===== config.mk =====
export PLATFORM = sky130hd
export DESIGN_NAME = srx_link_rx
export DESIGN_NICKNAME = d
export VERILOG_FILES = /design/src/srx_pkg.sv /design/src/srx_link_rx.sv
export VERILOG_INCLUDE_DIRS = /design/src
export SDC_FILE = /design/constraint.sdc
export NUM_CORES = 1
export LEC_CHECK = 0
export ABC_AREA = 1
export ABC_CLOCK_PERIOD_IN_PS = 32299
export BUFFER_PORTS_ARGS = -buffer_cell sky130_fd_sc_hd__buf_4
export CORE_ASPECT_RATIO = 1.75
export CORE_MARGIN = 4
export CORE_UTILIZATION = 40
export DETAILED_ROUTE_END_ITERATION = 7
export PLACE_DENSITY = 0.69
export SLEW_MARGIN = 30
export SYNTH_ARGS = -nofsm -noshare
export SYNTH_HDL_FRONTEND = slang
export SYNTH_SLANG_ARGS = --single-unit

===== constraint.sdc =====
create_clock -name core_clk -period 32.3 [get_ports core_clk]
set_clock_uncertainty 0.15 [all_clocks]
set_input_delay 1.615 -clock core_clk [delete_from_list [all_inputs] [get_ports core_clk]]
set_output_delay 1.615 -clock core_clk [all_outputs]
set_load 0.01 [all_outputs]

===== src/srx_regs.svh =====
// Purpose: register offsets, reset values and counts of the lane receiver
// Assumes: 12-bit register address, 8-bit register data
// Notes: included by the receiver module only
`ifndef SRX_REGS_SVH
`define SRX_REGS_SVH
`define SRX_OFS_PLL_MODE   12'h110
`define SRX_OFS_PLL_INTERP 12'h111
`define SRX_OFS_PWR        12'h200
`define SRX_OFS_LANE_PD    12'h201
`define SRX_OFS_BOOST_LO   12'h240
`define SRX_OFS_BOOST_HI   12'h241
`define SRX_OFS_GAIN_LO    12'h242
`define SRX_OFS_GAIN_HI    12'h243
`define SRX_OFS_FB0        12'h244
`define SRX_OFS_FB7        12'h24B
`define SRX_OFS_PLL_STAT   12'h281
`define SRX_OFS_CTRL       12'h2F0
`define SRX_OFS_LINK_STAT  12'h2F1
`define SRX_RST_PWR        8'h01
`define SRX_RST_ZERO       8'h00
`define SRX_CTRL_DUAL      0
`define SRX_CTRL_TWELVE    1
`define SRX_CTRL_ENABLE    2
`define SRX_K_COMMA        8'hBC
`define SRX_K_ALIGN        8'h7C
`define SRX_K_LANE_START   8'h1C
`define SRX_CGS_RUN        3'h4
`define SRX_FRAMES_PER_MF  6'h08
`endif


===== src/srx_pkg.sv =====
// Purpose: types shared by the lane receiver and its testbench
// Assumes: four octets per lane per processing clock
// Notes: octet 0 of a quad sits in bits [7:0]
package srx_pkg;
    typedef enum logic [3:0] {
        SRX_ST_IDLE = 4'b0001,
        SRX_ST_CGS  = 4'b0010,
        SRX_ST_ILAS = 4'b0100,
        SRX_ST_DATA = 4'b1000
    } srx_state_t;
    typedef struct packed {
        logic [3:0]  k;
        logic [31:0] data;
    } srx_quad_t;
    typedef struct packed {
        logic [15:0] conv1;
        logic [15:0] conv0;
    } srx_frame_t;
    typedef struct packed {
        logic [1:0]  count;
        srx_frame_t  f1;
        srx_frame_t  f0;
    } srx_out_t;
endpackage


===== src/srx_link_rx.sv =====
// Purpose: link layer of an eight-lane serial receiver with register file
// Assumes: lane quads arrive decoded, on core_clk, one quad per lane per cycle
// Notes: transport output is built for link 0, logical lane 0
//Contract
//- 12-bit mode: three octets carry conv0 then conv1 nibbles, MSB first
//- 16-bit mode: four octets carry conv0 high, low, then conv1 high, low
//- interface stays powered down until power register bit 0 is cleared
//- lane power-down bit x set turns lane x off
//- termination calibration starts by itself when interface is configured
//- byte rate is lane rate over ten; processing clock is byte rate over four
//- frames per processing cycle equal four over octets per frame
//- lane rate follows converters, lanes, bits per sample and data rate
//- each deserializer channel delivers 40-bit parallel words
//- lane PLL dividers chosen from mode and interpolation settings
//- PLL lock shows as bit 0 of PLL status register
//- lane PLL covers whole lane rate range without gaps
//- sampling phase recovered per lane from lane PLL clocks
//- per-lane 2-bit boost, 2-bit gain and 5-bit feedback controls
//- each link requests sync by driving its sync output low
//- four consecutive commas release sync at next multiframe clock edge
//- after release, lanes align on the align to lane-start transition
//- elastic buffers hold early lanes and release all together
//- control characters mark frames and align lanes
//- one or two links; all lanes run synchronization and alignment
//- lane data passes lane buffer, crossbar, deframer, descrambler in order; no descrambler is built here
//- counted comma is control character K28.5
//- deframer handles four octets per lane every processing cycle
`timescale 1ns/1ps
`include "srx_regs.svh"

module srx_link_rx
    import srx_pkg::*;
(
    input  wire logic              core_clk,
    input  wire logic              rst,
    input  wire logic [11:0]       reg_addr,
    input  wire logic [7:0]        reg_wdata,
    input  wire logic              reg_wr,
    output logic [7:0]             reg_rdata,
    input  wire logic              pll_lock_in,
    input  srx_quad_t [7:0]        serial_lane_input,
    output logic [1:0]             link_sync_request_out,
    output logic [7:0]             lane_power_down_bits,
    output logic                   serdes_power_on,
    output logic                   term_cal_start,
    output logic [15:0]            pll_div_sel,
    output logic [15:0]            eq_boost,
    output logic [15:0]            eq_gain,
    output logic [39:0]            eq_feedback,
    output srx_out_t               out_data,
    output logic                   out_valid,
    input  wire logic              out_ready
);
    // register file storage
    logic [7:0]  mode_reg, interp_reg, pwr_reg, pd_reg, ctrl_reg;
    logic [7:0]  boost_lo_reg, boost_hi_reg, gain_lo_reg, gain_hi_reg;
    logic [4:0]  fb_reg [8];
    logic        lock_meta_reg, lock_reg;
    logic        pwr_on_prev_reg;
    // link and lane state
    srx_state_t  state_reg [2];
    srx_state_t  state_next [2];
    logic [2:0]  kcnt_reg [8];
    logic [7:0]  last_a_reg, started_reg;
    logic [5:0]  lmfc_reg;
    logic        ovf_reg;
    logic [31:0] mem [8][4];
    logic [2:0]  wptr_reg [8], rptr_reg [8];
    // deframer residue and output buffer
    logic [15:0] res_reg;
    logic [1:0]  rcnt_reg;
    srx_out_t    q1_reg;
    logic [1:0]  qcnt_reg;

    wire dual   = ctrl_reg[`SRX_CTRL_DUAL];
    wire twelve = ctrl_reg[`SRX_CTRL_TWELVE];
    wire pwr_on = ~pwr_reg[0];

    // link number of a physical lane; crossbar is identity here
    function automatic logic lane_link(input logic [2:0] lane, input logic d);
        return d & lane[2];
    endfunction

    // unpack one frame from three or four octets
    function automatic srx_frame_t unpack(input logic [31:0] o, input logic t);
        srx_frame_t f;
        if (t) begin
            f.conv0 = {4'h0, o[7:0], o[15:12]};
            f.conv1 = {4'h0, o[11:8], o[23:16]};
        end else begin
            f.conv0 = {o[7:0], o[15:8]};
            f.conv1 = {o[23:16], o[31:24]};
        end
        return f;
    endfunction

    // register writes; ctrl defaults to one 16-bit link, disabled
    always_ff @(posedge core_clk or posedge rst) begin
        if (rst) begin
            mode_reg     <= `SRX_RST_ZERO;
            interp_reg   <= `SRX_RST_ZERO;
            pwr_reg      <= `SRX_RST_PWR;
            pd_reg       <= `SRX_RST_ZERO;
            ctrl_reg     <= `SRX_RST_ZERO;
            boost_lo_reg <= `SRX_RST_ZERO;
            boost_hi_reg <= `SRX_RST_ZERO;
            gain_lo_reg  <= `SRX_RST_ZERO;
            gain_hi_reg  <= `SRX_RST_ZERO;
            for (int i = 0; i < 8; i++) fb_reg[i] <= 5'h00;
        end else if (reg_wr) begin
            case (reg_addr)
                `SRX_OFS_PLL_MODE:   mode_reg     <= reg_wdata;
                `SRX_OFS_PLL_INTERP: interp_reg   <= reg_wdata;
                `SRX_OFS_PWR:        pwr_reg      <= reg_wdata;
                `SRX_OFS_LANE_PD:    pd_reg       <= reg_wdata;
                `SRX_OFS_BOOST_LO:   boost_lo_reg <= reg_wdata;
                `SRX_OFS_BOOST_HI:   boost_hi_reg <= reg_wdata;
                `SRX_OFS_GAIN_LO:    gain_lo_reg  <= reg_wdata;
                `SRX_OFS_GAIN_HI:    gain_hi_reg  <= reg_wdata;
                `SRX_OFS_CTRL:       ctrl_reg     <= reg_wdata;
                default: begin
                    if (reg_addr >= `SRX_OFS_FB0 && reg_addr <= `SRX_OFS_FB7) begin
                        fb_reg[reg_addr[2:0] - 3'h4] <= reg_wdata[4:0];
                    end
                end
            endcase
        end
    end

    // register reads, one cycle latency; unmapped addresses read zero
    always_ff @(posedge core_clk or posedge rst) begin
        if (rst) begin
            reg_rdata <= `SRX_RST_ZERO;
        end else begin
            case (reg_addr)
                `SRX_OFS_PLL_MODE:   reg_rdata <= mode_reg;
                `SRX_OFS_PLL_INTERP: reg_rdata <= interp_reg;
                `SRX_OFS_PWR:        reg_rdata <= pwr_reg;
                `SRX_OFS_LANE_PD:    reg_rdata <= pd_reg;
                `SRX_OFS_BOOST_LO:   reg_rdata <= boost_lo_reg;
                `SRX_OFS_BOOST_HI:   reg_rdata <= boost_hi_reg;
                `SRX_OFS_GAIN_LO:    reg_rdata <= gain_lo_reg;
                `SRX_OFS_GAIN_HI:    reg_rdata <= gain_hi_reg;
                `SRX_OFS_PLL_STAT:   reg_rdata <= {7'h00, lock_reg};
                `SRX_OFS_CTRL:       reg_rdata <= ctrl_reg;
                `SRX_OFS_LINK_STAT:  reg_rdata <= {ovf_reg, 3'h0, state_reg[1] == SRX_ST_DATA,
                                                   state_reg[0] == SRX_ST_DATA, link_sync_request_out};
                default: begin
                    if (reg_addr >= `SRX_OFS_FB0 && reg_addr <= `SRX_OFS_FB7) begin
                        reg_rdata <= {3'h0, fb_reg[reg_addr[2:0] - 3'h4]};
                    end else begin
                        reg_rdata <= `SRX_RST_ZERO;
                    end
                end
            endcase
        end
    end

    // pll lock comes from the analog macro, so it is synchronised first
    always_ff @(posedge core_clk or posedge rst) begin
        if (rst) begin
            lock_meta_reg <= 1'b0;
            lock_reg      <= 1'b0;
        end else begin
            lock_meta_reg <= pll_lock_in;
            lock_reg      <= lock_meta_reg;
        end
    end

    // analog controls, all straight from flops
    always_ff @(posedge core_clk or posedge rst) begin
        if (rst) begin
            lane_power_down_bits <= 8'hFF;
            serdes_power_on      <= 1'b0;
            term_cal_start       <= 1'b0;
            pwr_on_prev_reg      <= 1'b0;
            pll_div_sel          <= 16'h0000;
            eq_boost             <= 16'h0000;
            eq_gain              <= 16'h0000;
            eq_feedback          <= 40'h00_0000_0000;
        end else begin
            // a powered-down interface forces every lane off
            lane_power_down_bits <= pd_reg | {8{~pwr_on}};
            serdes_power_on      <= pwr_on;
            pwr_on_prev_reg      <= pwr_on;
            // calibration fires on power-up with no host write needed
            term_cal_start       <= pwr_on & ~pwr_on_prev_reg;
            // the PLL divides dac clock by four and picks dividers from these
            pll_div_sel          <= {interp_reg, mode_reg};
            eq_boost             <= {boost_hi_reg, boost_lo_reg};
            eq_gain              <= {gain_hi_reg, gain_lo_reg};
            for (int i = 0; i < 8; i++) eq_feedback[i*5 +: 5] <= fb_reg[i];
        end
    end

    // multiframe clock: 32 frames of F octets, four octets per cycle
    wire [5:0] lmfc_last = twelve ? 6'd23 : 6'd31;
    wire       lmfc_edge = (lmfc_reg == 6'd0);
    always_ff @(posedge core_clk or posedge rst) begin
        if (rst) begin
            lmfc_reg <= 6'd0;
        end else begin
            lmfc_reg <= (lmfc_reg >= lmfc_last) ? 6'd0 : lmfc_reg + 6'd1;
        end
    end

    // per-lane comma run counter; a lane that is off never counts
    always_ff @(posedge core_clk or posedge rst) begin
        if (rst) begin
            for (int i = 0; i < 8; i++) kcnt_reg[i] <= 3'h0;
        end else begin
            for (int i = 0; i < 8; i++) begin
                srx_quad_t q;
                q = serial_lane_input[i];
                if (lane_power_down_bits[i] || state_reg[lane_link(3'(i), dual)] == SRX_ST_IDLE) begin
                    kcnt_reg[i] <= 3'h0;
                end else if (&q.k && q.data == {4{`SRX_K_COMMA}}) begin
                    kcnt_reg[i] <= `SRX_CGS_RUN;
                end else if (state_reg[lane_link(3'(i), dual)] == SRX_ST_CGS) begin
                    kcnt_reg[i] <= 3'h0;
                end
            end
        end
    end

    // per-link completion flags over member lanes that are powered
    logic [1:0] cgs_ok, all_started;
    always_comb begin
        cgs_ok      = 2'b11;
        all_started = 2'b11;
        for (int i = 0; i < 8; i++) begin
            if (!lane_power_down_bits[i]) begin
                if (kcnt_reg[i] != `SRX_CGS_RUN) cgs_ok[lane_link(3'(i), dual)] = 1'b0;
                if (!started_reg[i]) all_started[lane_link(3'(i), dual)] = 1'b0;
            end
        end
        if (!dual) begin
            cgs_ok[1]      = 1'b0;
            all_started[1] = 1'b0;
        end
    end

    // link state machines; link 1 idles unless two links are chosen
    wire link_go = ctrl_reg[`SRX_CTRL_ENABLE] & pwr_on & lock_reg;
    always_comb begin
        for (int l = 0; l < 2; l++) begin
            state_next[l] = state_reg[l];
            if (!link_go || (l == 1 && !dual)) begin
                state_next[l] = SRX_ST_IDLE;
            end else begin
                case (state_reg[l])
                    SRX_ST_IDLE: state_next[l] = SRX_ST_CGS;
                    SRX_ST_CGS:  if (cgs_ok[l] && lmfc_edge) state_next[l] = SRX_ST_ILAS;
                    SRX_ST_ILAS: if (all_started[l]) state_next[l] = SRX_ST_DATA;
                    SRX_ST_DATA: state_next[l] = SRX_ST_DATA;
                    default:     state_next[l] = SRX_ST_IDLE;
                endcase
            end
        end
    end

    // sync output low while idle or hunting commas
    always_ff @(posedge core_clk or posedge rst) begin
        if (rst) begin
            state_reg[0]          <= SRX_ST_IDLE;
            state_reg[1]          <= SRX_ST_IDLE;
            link_sync_request_out <= 2'b00;
        end else begin
            for (int l = 0; l < 2; l++) begin
                state_reg[l] <= state_next[l];
                link_sync_request_out[l] <= (state_next[l] == SRX_ST_ILAS) ||
                                            (state_next[l] == SRX_ST_DATA);
            end
        end
    end

    // lane start detection: an align char ends one quad, lane-start opens the next
    always_ff @(posedge core_clk or posedge rst) begin
        if (rst) begin
            last_a_reg  <= 8'h00;
            started_reg <= 8'h00;
        end else begin
            for (int i = 0; i < 8; i++) begin
                srx_quad_t q;
                q = serial_lane_input[i];
                last_a_reg[i] <= q.k[3] && q.data[31:24] == `SRX_K_ALIGN;
                if (state_reg[lane_link(3'(i), dual)] != SRX_ST_ILAS &&
                    state_reg[lane_link(3'(i), dual)] != SRX_ST_DATA) begin
                    started_reg[i] <= 1'b0;
                end else if (last_a_reg[i] && q.k[0] && q.data[7:0] == `SRX_K_LANE_START) begin
                    started_reg[i] <= 1'b1;
                end
            end
        end
    end

    // elastic buffers: write from the lane start, read all at once
    logic [7:0] wr_en, rd_en;
    logic       push_ok;
    always_comb begin
        for (int i = 0; i < 8; i++) begin
            logic lk;
            lk = lane_link(3'(i), dual);
            wr_en[i] = ~lane_power_down_bits[i] & (started_reg[i] |
                       (last_a_reg[i] & serial_lane_input[i].k[0] &
                        serial_lane_input[i].data[7:0] == `SRX_K_LANE_START)) &
                       (state_reg[lk] == SRX_ST_ILAS || state_reg[lk] == SRX_ST_DATA);
            // only link 0 lanes see transport stall; link 1 drains freely
            rd_en[i] = started_reg[i] & (state_reg[lk] == SRX_ST_DATA) &
                       (wptr_reg[i] != rptr_reg[i]) & (lk | push_ok);
        end
    end

    // four-deep lanes absorb up to two cycles of skew; overflow is sticky
    always_ff @(posedge core_clk or posedge rst) begin
        if (rst) begin
            for (int i = 0; i < 8; i++) begin
                wptr_reg[i] <= 3'h0;
                rptr_reg[i] <= 3'h0;
            end
            ovf_reg <= 1'b0;
        end else begin
            for (int i = 0; i < 8; i++) begin
                if (!wr_en[i] && !started_reg[i]) begin
                    wptr_reg[i] <= 3'h0;
                    rptr_reg[i] <= 3'h0;
                end else begin
                    // a read in the same cycle frees the slot being written
                    if (wr_en[i] && ((wptr_reg[i] - rptr_reg[i]) != 3'h4 || rd_en[i])) begin
                        wptr_reg[i] <= wptr_reg[i] + 3'h1;
                    end else if (wr_en[i]) begin
                        ovf_reg <= 1'b1;
                    end
                    if (rd_en[i]) rptr_reg[i] <= rptr_reg[i] + 3'h1;
                end
            end
        end
    end

    // lane buffer storage has no reset
    always_ff @(posedge core_clk) begin
        for (int i = 0; i < 8; i++) begin
            if (wr_en[i]) mem[i][wptr_reg[i][1:0]] <= serial_lane_input[i].data;
        end
    end

    // deframer on logical lane 0: residue plus four new octets per cycle
    logic [47:0] oct;
    logic [2:0]  noct;
    srx_out_t    dfr;
    always_comb begin
        logic [47:0] w;
        w    = {16'h0000, mem[0][rptr_reg[0][1:0]]};
        oct  = (w << {rcnt_reg, 3'b000}) | {32'h0000_0000, res_reg};
        noct = {1'b0, rcnt_reg} + 3'h4;
        dfr  = '0;
        dfr.f0 = unpack(oct[31:0], twelve);
        dfr.f1 = unpack({8'h00, oct[47:24]}, twelve);
        if (!twelve) begin
            dfr.count = 2'd1;
        end else begin
            dfr.count = (noct == 3'd6) ? 2'd2 : 2'd1;
        end
    end

    // residue keeps the octets of a 12-bit frame that spans two quads
    always_ff @(posedge core_clk or posedge rst) begin
        if (rst) begin
            res_reg  <= 16'h0000;
            rcnt_reg <= 2'd0;
        end else if (state_reg[0] != SRX_ST_DATA) begin
            res_reg  <= 16'h0000;
            rcnt_reg <= 2'd0;
        end else if (rd_en[0] && twelve) begin
            rcnt_reg <= (noct == 3'd6) ? 2'd0 : noct[1:0] + 2'd1;
            res_reg  <= (noct == 3'd6) ? 16'h0000 : (noct == 3'd4) ? {8'h00, oct[31:24]} : oct[39:24];
        end
    end

    // two-entry output buffer; head entry is the output flop itself
    assign push_ok = (qcnt_reg != 2'd2) | out_ready; // full buffer still takes a word while one drains
    wire   push    = rd_en[0];
    wire   pop     = out_valid & out_ready;
    always_ff @(posedge core_clk or posedge rst) begin
        if (rst) begin
            out_data  <= '0;
            q1_reg    <= '0;
            qcnt_reg  <= 2'd0;
            out_valid <= 1'b0;
        end else begin
            case ({push, pop})
                2'b10: begin
                    if (qcnt_reg == 2'd0) out_data <= dfr;
                    else q1_reg <= dfr;
                    qcnt_reg  <= qcnt_reg + 2'd1;
                    out_valid <= 1'b1;
                end
                2'b01: begin
                    out_data  <= q1_reg;
                    qcnt_reg  <= qcnt_reg - 2'd1;
                    out_valid <= (qcnt_reg == 2'd2);
                end
                2'b11: begin
                    // stall-free pass: new word takes the drained head when one is held, else the second entry
                    if (qcnt_reg == 2'd1) out_data <= dfr;
                    else begin
                        out_data <= q1_reg;
                        q1_reg   <= dfr;
                    end
                end
                default: begin
                    out_valid <= (qcnt_reg != 2'd0);
                end
            endcase
        end
    end
endmodule


* After elaboration in Yosys (flattened, before gate mapping) *
Memories as Yosys holds them, arrays and structs flattened.
Cells that the tools add are included.

storage, ports and cells
  register bits after elaboration = 478
  output and inout bits = 175
  bits in latches = 0
  logic and storage cells = 693
  input bits = 313
  memory bits (read-only) = 0
  memories = 1
  RAM bits = 1,024

memory list
  name  depth  width  read ports  clocked after memory_dff  write ports  RTL line           RTL
  mem   8      128    1           0                         8            srx_link_rx.sv:67  logic [31:0] mem [8][4];

cells by class
  mux-type cells = 201
  shift-type cells = 1
  reduce and logical (&&, ||, !) cells = 163
  magnitude comparators = 25
  $mul = 0
  equal/unequal tests = 90
  div/mod/pow operators = 0
  bitwise logic cells = 103
  add/sub/neg operators = 30

operators with widths
  operator                                          count
  two-way mux 128 bit                               8
  demux 32 bit (select 2 bit)                       8
  two-way mux 32 bit                                12
  two-way mux 66 bit                                4
  == test 32 bit (second input constant)            8
  case mux 66 bit (3 select lines)                  1
  two-way mux 3 bit                                 50
  case mux 66 bit (2 select lines)                  1
  == test 12 x 10 -> 1 bit (second input constant)  9
  case mux 8 bit (11 select lines)                  1
  two-way mux 1 bit                                 67
  binary-select mux 32 bit (select 2 bit)           1
  == test 8 x 5 -> 1 bit (second input constant)    8
  == test 8 x 7 -> 1 bit (second input constant)    8
  logical AND 1 bit                                 64
  two-way mux 16 bit                                4
  AND 1 bit                                         60
  nonzero test 2 bit                                28
  adder 3 x 1 -> 3 bit (second input constant)      16
  != test 3 bit (second input constant)             16
  bitwise OR 48 x 16 -> 48 bit                      1
  << shifter 32 x 5 -> 48 bit                       1
  two-way mux 2 bit                                 21
  bitwise mux 40 bit                                1
  other kinds (54)                                  215

* Longest topological paths before layout *
  depth after elaboration = 29
  depth in mapped cells = 15
  mapped depth without buffers = 14

* Worst setup path before layout *
No wires, ideal clock.

  kind = input port to flip-flop
  start = input port serial_lane_input[7] (netlist name)
  end = register wptr_reg[23] (netlist name)
  library setup time = 121 ps
  slack = 27,909 ps
  data arrival time = 4,121 ps
  stages = 9
  path through = or2_2 -> nor3_1 -> nand2_1 -> nand2_1 -> nand3_1 -> nor2_1 -> nand3_1 -> nand2_1 -> nor2_1

on the way
  longest elaborated chain between the ends = 8

RTL lines
  what                                                     RTL line            RTL
  start: declaration                                       srx_link_rx.sv:41   input srx_quad_t [7:0] serial_lane_input,
  == test 8 x 5 -> 1 bit (no source line) (*)              -
  AND 1 bit (no source line) (*)                           -
  bitwise OR 1 bit (*)                                     srx_link_rx.sv:304  wr_en[i] = ~lane_power_down_bits[i] & (started_reg[i] |
  AND 1 bit (*) (2 in series)                              srx_link_rx.sv:304
  zero test 1 bit                                          srx_link_rx.sv:324  if (!wr_en[i] && !started_reg[i]) begin
  logical AND 1 bit                                        srx_link_rx.sv:324
  two-way mux 3 bit or nonzero test 2 bit (tied branches)  -
  end signal: indexed assignment                           srx_link_rx.sv:330  wptr_reg[i] <= wptr_reg[i] + 3'h1;
  end: declaration                                         srx_link_rx.sv:68   logic [2:0] wptr_reg [8], rptr_reg [8];

Mark *: on every way between the ends. The rest lies on a longest branch, timed or not.
A chain may end at the register's enable or synchronous reset.

* Final worst setup path *
  start = register rptr_reg[22] (netlist name)
  end = register out_data[32] (netlist name)

on the way
  longest elaborated chain between the ends = 9

RTL lines
  what                                                    RTL line                                RTL
  start: declaration                                      srx_link_rx.sv:68
  start signal: indexed assignment                        srx_link_rx.sv:334                      if (rd_en[i]) rptr_reg[i] <= rptr_reg[i] + 3'h1;
  inverter 2 -> 3 bit (not written as such)               srx_link_rx.sv:353                      w = {16'h0000, mem[0][rptr_reg[0][1:0]]};
  binary-select mux 32 bit (select 2 bit)                 srx_link_rx.sv:353
  two-way mux 32 bit (not written as such) (2 in series)  srx_link_rx.sv:353
  << shifter 32 x 5 -> 48 bit                             srx_link_rx.sv:354                      oct = (w << {rcnt_reg, 3'b000}) | {32'h0000_0000, res_reg};
  bitwise OR 48 x 16 -> 48 bit                            srx_link_rx.sv:354
  two-way mux 32 bit                                      srx_link_rx.sv:87                       if (t) begin
  two-way mux 66 bit, on equally long branches            srx_link_rx.sv:405, srx_link_rx.sv:393
  case mux 66 bit (3 select lines)                        srx_link_rx.sv:391                      case ({push, pop})
  end signal: assignment                                  srx_link_rx.sv:393                      if (qcnt_reg == 2'd0) out_data <= dfr;
  end signal: assignment                                  srx_link_rx.sv:405                      if (qcnt_reg == 2'd1) out_data <= dfr;
  end signal: assignment                                  srx_link_rx.sv:407                      out_data <= q1_reg;
  end: declaration                                        srx_link_rx.sv:50                       output srx_out_t out_data,

Several ways; a longest one is shown, not always the timed one. The select of a mux whose other input is x is not followed.

==> qor.json <==
{
  "status": {
    "run_status": "completed"
  },
  "cts": {
    "clock_tree.buffer_depth": 3,
    "ctsHoldBuffers": 0,
    "cts_num_sinks": 590,
    "cts_root_buffer": "sky130_fd_sc_hd__clkbuf_16",
    "cts_htree_levels": 2,
    "clk-insertion-delay-late_ns": 0.61,
    "cts_resized": 0,
    "numCtsBuffers": 55,
    "cts_tree": "done",
    "clk_pin_slew_ns": 0.06,
    "cts_setup_buffers": 0
  },
  "timing": {
    "final_max_slew_viol_count": 0,
    "maxClockFrequency_mhz": 229.7,
    "timing.final.crit_period_ns": 4.353,
    "unrepaired_setup_endpoints_after_global_routing": "false",
    "hold_violations": 0,
    "final.period_utilization": 0.1348,
    "slew-limit-headroom": 0.3612,
    "max_slew.worst_pin.slew_ns": 0.9581,
    "setup_violations": 0,
    "final_critical_path_setup_slack_ns": 27.95,
    "final.setup.tns_ns": 0
  },
  "drt": {
    "ant_nets": 0,
    "post-route-drc-count": 0,
    "route.detailed.wl_per_inst_microns": 19.49,
    "initial_drt_pass_iterations": 5,
    "num_vias": 22869,
    "drt-vias-per-instance": 5.134,
    "finalWirelength_microns": 86820,
    "drt-initial-drc-count": 1361
  },
  "critical_path": {
    "worst_path_largest_cell_delay_ns": 0.57,
    "cp_slowest_cell": "sky130_fd_sc_hd__nand2_1",
    "worst_r2r_startpoint": "rptr_reg[22]",
    "worstSetupStartpoint": "rptr_reg[22]",
    "crit_path_capture_type": "flip-flop",
    "cp_data_arrival_time_ns": 4.74,
    "worst_ep_required_time_ns": 32.68,
    "critPathMostFrequentCell": "sky130_fd_sc_hd__buf_4",
    "worst_setup_path_start_kind": "flip-flop",
    "path_cells": "buf_4 -> clkinv_1 -> buf_4 -> ha_1 -> nand2_1 -> o21ai_2 -> ha_1 -> o21bai_2 -> buf_4 -> nand2_1 -> o21ai_0 -> inv_1 -> a21oi_1",
    "critical_path_peak_fanout": 34,
    "kind_of_critical_path": "flip-flop to flip-flop"
  },
  "finish": {
    "syn2layout_area_growth_pct": 24.10,
    "max_ffs_per_register": 128,
    "fillCellCount": 6343,
    "nNetsFinal": 3874,
    "drive_gt1_frac": 0.1889,
    "final_core_util": 0.5014
  },
  "floorplan": {
    "dieArea_sq_mm": 0.07168,
    "die-height_microns": 351.2,
    "boundaryPins": 488,
    "initial_core_util": 0.4040,
    "core-area_sq_mm": 0.06663,
    "placement_rows": 125,
    "die_width_microns": 204.1
  },
  "logic_synthesis": {
    "ys.warnings.count": 0,
    "synth_edf_count": 128,
    "syn-instance-count": 3060,
    "asyncSetResetFlopFracSynth": 0.7831,
    "mappedNetlistArea_sq_mm": 0.02692,
    "synthDistinctLibCells": 51,
    "synth_seq_area_share": 0.5728,
    "ys_dominant_reg_cell": "sky130_fd_sc_hd__dfrtp_1",
    "mappedNetlistNets": 3418,
    "synth-seq-cells": 590,
    "synth_area_per_cell_sq_um": 8.797
  },
  "hold_path": {
    "timing.hold.worst.class": "flip-flop to flip-flop",
    "holdCritStartpoint": "lock_meta_reg"
  },
  "run": {
    "timing.max_cap.violations": 0
  },
  "power_and_ir_drop": {
    "power_density_over_the_cells_mw_per_mm2": 53.95,
    "power.clock.fraction": 0.379,
    "power.sequential.fraction": 0.466,
    "total_switching_power_mw": 0.4810,
    "switching_share": 0.2669,
    "worst_ir_drop_vdd_mv": 0.04412,
    "comb_power_share": 0.155,
    "report.power.total_mw": 1.802,
    "p_leak_nw": 16.11,
    "internal_power_mw": 1.321
  },
  "place": {
    "globalplace.congestion": 1.001,
    "place_ws_ns": 27.65,
    "port-buffer-count": 487,
    "hpwl_after_detailed_placement_microns": 66450
  },
  "grt": {
    "first_global_vias": 22368,
    "number_of_antenna_violations_at_the_first_check_in_global_routing": 7,
    "grt_pass1_wl_microns": 129900,
    "grt_usage": 0.2345,
    "grt_overflow": 0,
    "maximum_number_of_pins_on_one_net_before_global_route_repair": 154
  }
}
[per-stage QoR]
step | area, sq um | cells | hold slack, ns
3_5_place_dp | 31480 | 4348 | 0.1847
3_3_place_gp | 31480 | 4348 | 0.1864
6_report | 33410 | 4454 | 0.1981
5_1_grt | 33400 | 4451 | 0.2221
4_1_cts | 33400 | 4451 | 0.1989
2_1_floorplan | 26920 | 3060 | 0.1812
[cells in the final DEF (no fill, tap or decap), types with 87 or more instances in the layout]
cell type                  Yosys  final
sky130_fd_sc_hd__nand3_1     365    365
sky130_fd_sc_hd__o21ai_0     192    192
sky130_fd_sc_hd__nand2_1     809    809
sky130_fd_sc_hd__a21oi_1      88     87
sky130_fd_sc_hd__dfrtp_1     451    450
sky130_fd_sc_hd__buf_4         0    509
sky130_fd_sc_hd__nor2_1      242    237
sky130_fd_sc_hd__edfxtp_1    128    128
sky130_fd_sc_hd__inv_1       268    267
[cell families after synthesis]
group	count (synthesis)	synth area share
compound gates	426	0.08496
xor+xnor	35	0.01139
fa+ha+maj	45	0.02092
buf+inv	392	0.05578
flops	590	0.5728
simple gates	1572	0.2542
[power groups by stage]
stage | combinational [mW] | sequential (mW) | clock [mW]
2_1_floorplan | 0.120 | 0.869 | 0
3_3_place_gp | 0.274 | 0.856 | 0
3_5_place_dp | 0.282 | 0.856 | 0
4_1_cts | 0.283 | 0.841 | 0.697
5_1_grt | 0.307 | 0.845 | 0.727
6_report | 0.279 | 0.840 | 0.683
[final timing paths]
path,slack [ns],endpoint,cells after the start
worst min register to register,0.20,lock_reg,0
worst max-delay path,27.95,out_data[32],13
min in group asynchronous,0.97,pll_div_sel[5],2
worst max register to register,27.95,out_data[32],13
worst min-delay path,0.20,lock_reg,0
max in group asynchronous,28.93,last_a_reg[1],4
[cell type report]
class,count,area (sq um),share of cell area
Tap cell,889,1112,0.03330
Sequential cell,590,15420,0.4616
Antenna cell,3,7.507,0.0002247
Multi-Input combinational cell,2078,10040,0.3006
Clock buffer,75,1598,0.04783
Inverter,280,1059,0.03169
Timing Repair Buffer,511,3852,0.1153
Clock inverter,28,315.3,0.009438
[routing by layer]
metal  track usage  vias to the layer above  share of wire  routed length [microns]
met2        0.4102                      748           0.51                    44310
met1        0.2702                    10835           0.37                    31860
met3       0.05146                      202          0.066                     5771
met4        0.1177                        6          0.056                     4845
met5             0                        -        0.00041                       36
li1              -                    11078              -                        -
[worst max-delay path, delay by kind of cell, from the launching register on]
| kind | cells | cell delay [ns] |
|---|---|---|
| simple gates | 2 | 0.66 |
| compound gates | 4 | 1.05 |
| buf+inv | 5 | 1.20 |
| fa+ha+maj | 2 | 0.87 |
| flops | 1 | 0.32 |
[Yosys cell counts, types with 2 or more instances]
| cell | count | area (sq um) |
|---|---|---|
| sky130_fd_sc_hd__clkbuf_1 | 71 | 266.5 |
| sky130_fd_sc_hd__xor2_1 | 20 | 175.2 |
| sky130_fd_sc_hd__nand3_2 | 5 | 50.05 |
| sky130_fd_sc_hd__nor3b_1 | 3 | 22.52 |
| sky130_fd_sc_hd__o21bai_1 | 5 | 37.54 |
| sky130_fd_sc_hd__nand3b_1 | 7 | 52.55 |
| sky130_fd_sc_hd__nor4_1 | 25 | 156.4 |
| sky130_fd_sc_hd__ha_1 | 45 | 563.0 |
| sky130_fd_sc_hd__dfrtp_1 | 451 | 11290 |
| sky130_fd_sc_hd__nand2_1 | 809 | 3037 |
| sky130_fd_sc_hd__nand2_2 | 3 | 18.77 |
| sky130_fd_sc_hd__nand3_1 | 365 | 1827 |
| sky130_fd_sc_hd__buf_2 | 24 | 120.1 |
| sky130_fd_sc_hd__o31ai_1 | 3 | 22.52 |
| sky130_fd_sc_hd__nand2_4 | 9 | 101.4 |
| sky130_fd_sc_hd__o221ai_1 | 2 | 17.52 |
| sky130_fd_sc_hd__inv_1 | 268 | 1006 |
| sky130_fd_sc_hd__nand4_1 | 38 | 237.7 |
| sky130_fd_sc_hd__nor2_2 | 2 | 12.51 |
| sky130_fd_sc_hd__xnor2_1 | 15 | 131.4 |
| sky130_fd_sc_hd__nor4b_1 | 2 | 17.52 |
| sky130_fd_sc_hd__a31oi_1 | 36 | 225.2 |
| sky130_fd_sc_hd__or2_2 | 11 | 68.82 |
| sky130_fd_sc_hd__o21ai_0 | 192 | 960.9 |
| sky130_fd_sc_hd__edfxtp_1 | 128 | 3844 |
| sky130_fd_sc_hd__o22ai_1 | 31 | 193.9 |
| sky130_fd_sc_hd__a21oi_1 | 88 | 440.4 |
| sky130_fd_sc_hd__nor2_1 | 242 | 908.4 |
| sky130_fd_sc_hd__inv_2 | 6 | 22.52 |
| sky130_fd_sc_hd__a221oi_1 | 2 | 17.52 |
| sky130_fd_sc_hd__o21ai_1 | 57 | 285.3 |
| sky130_fd_sc_hd__buf_1 | 17 | 63.81 |
| sky130_fd_sc_hd__dfstp_2 | 11 | 289.0 |
| sky130_fd_sc_hd__clkinv_1 | 6 | 22.52 |
| sky130_fd_sc_hd__nor3_1 | 41 | 205.2 |
| sky130_fd_sc_hd__o21ai_2 | 2 | 17.52 |
| sky130_fd_sc_hd__a22o_1 | 4 | 35.03 |
Note: power is estimated with default switching activity, not from simulation.
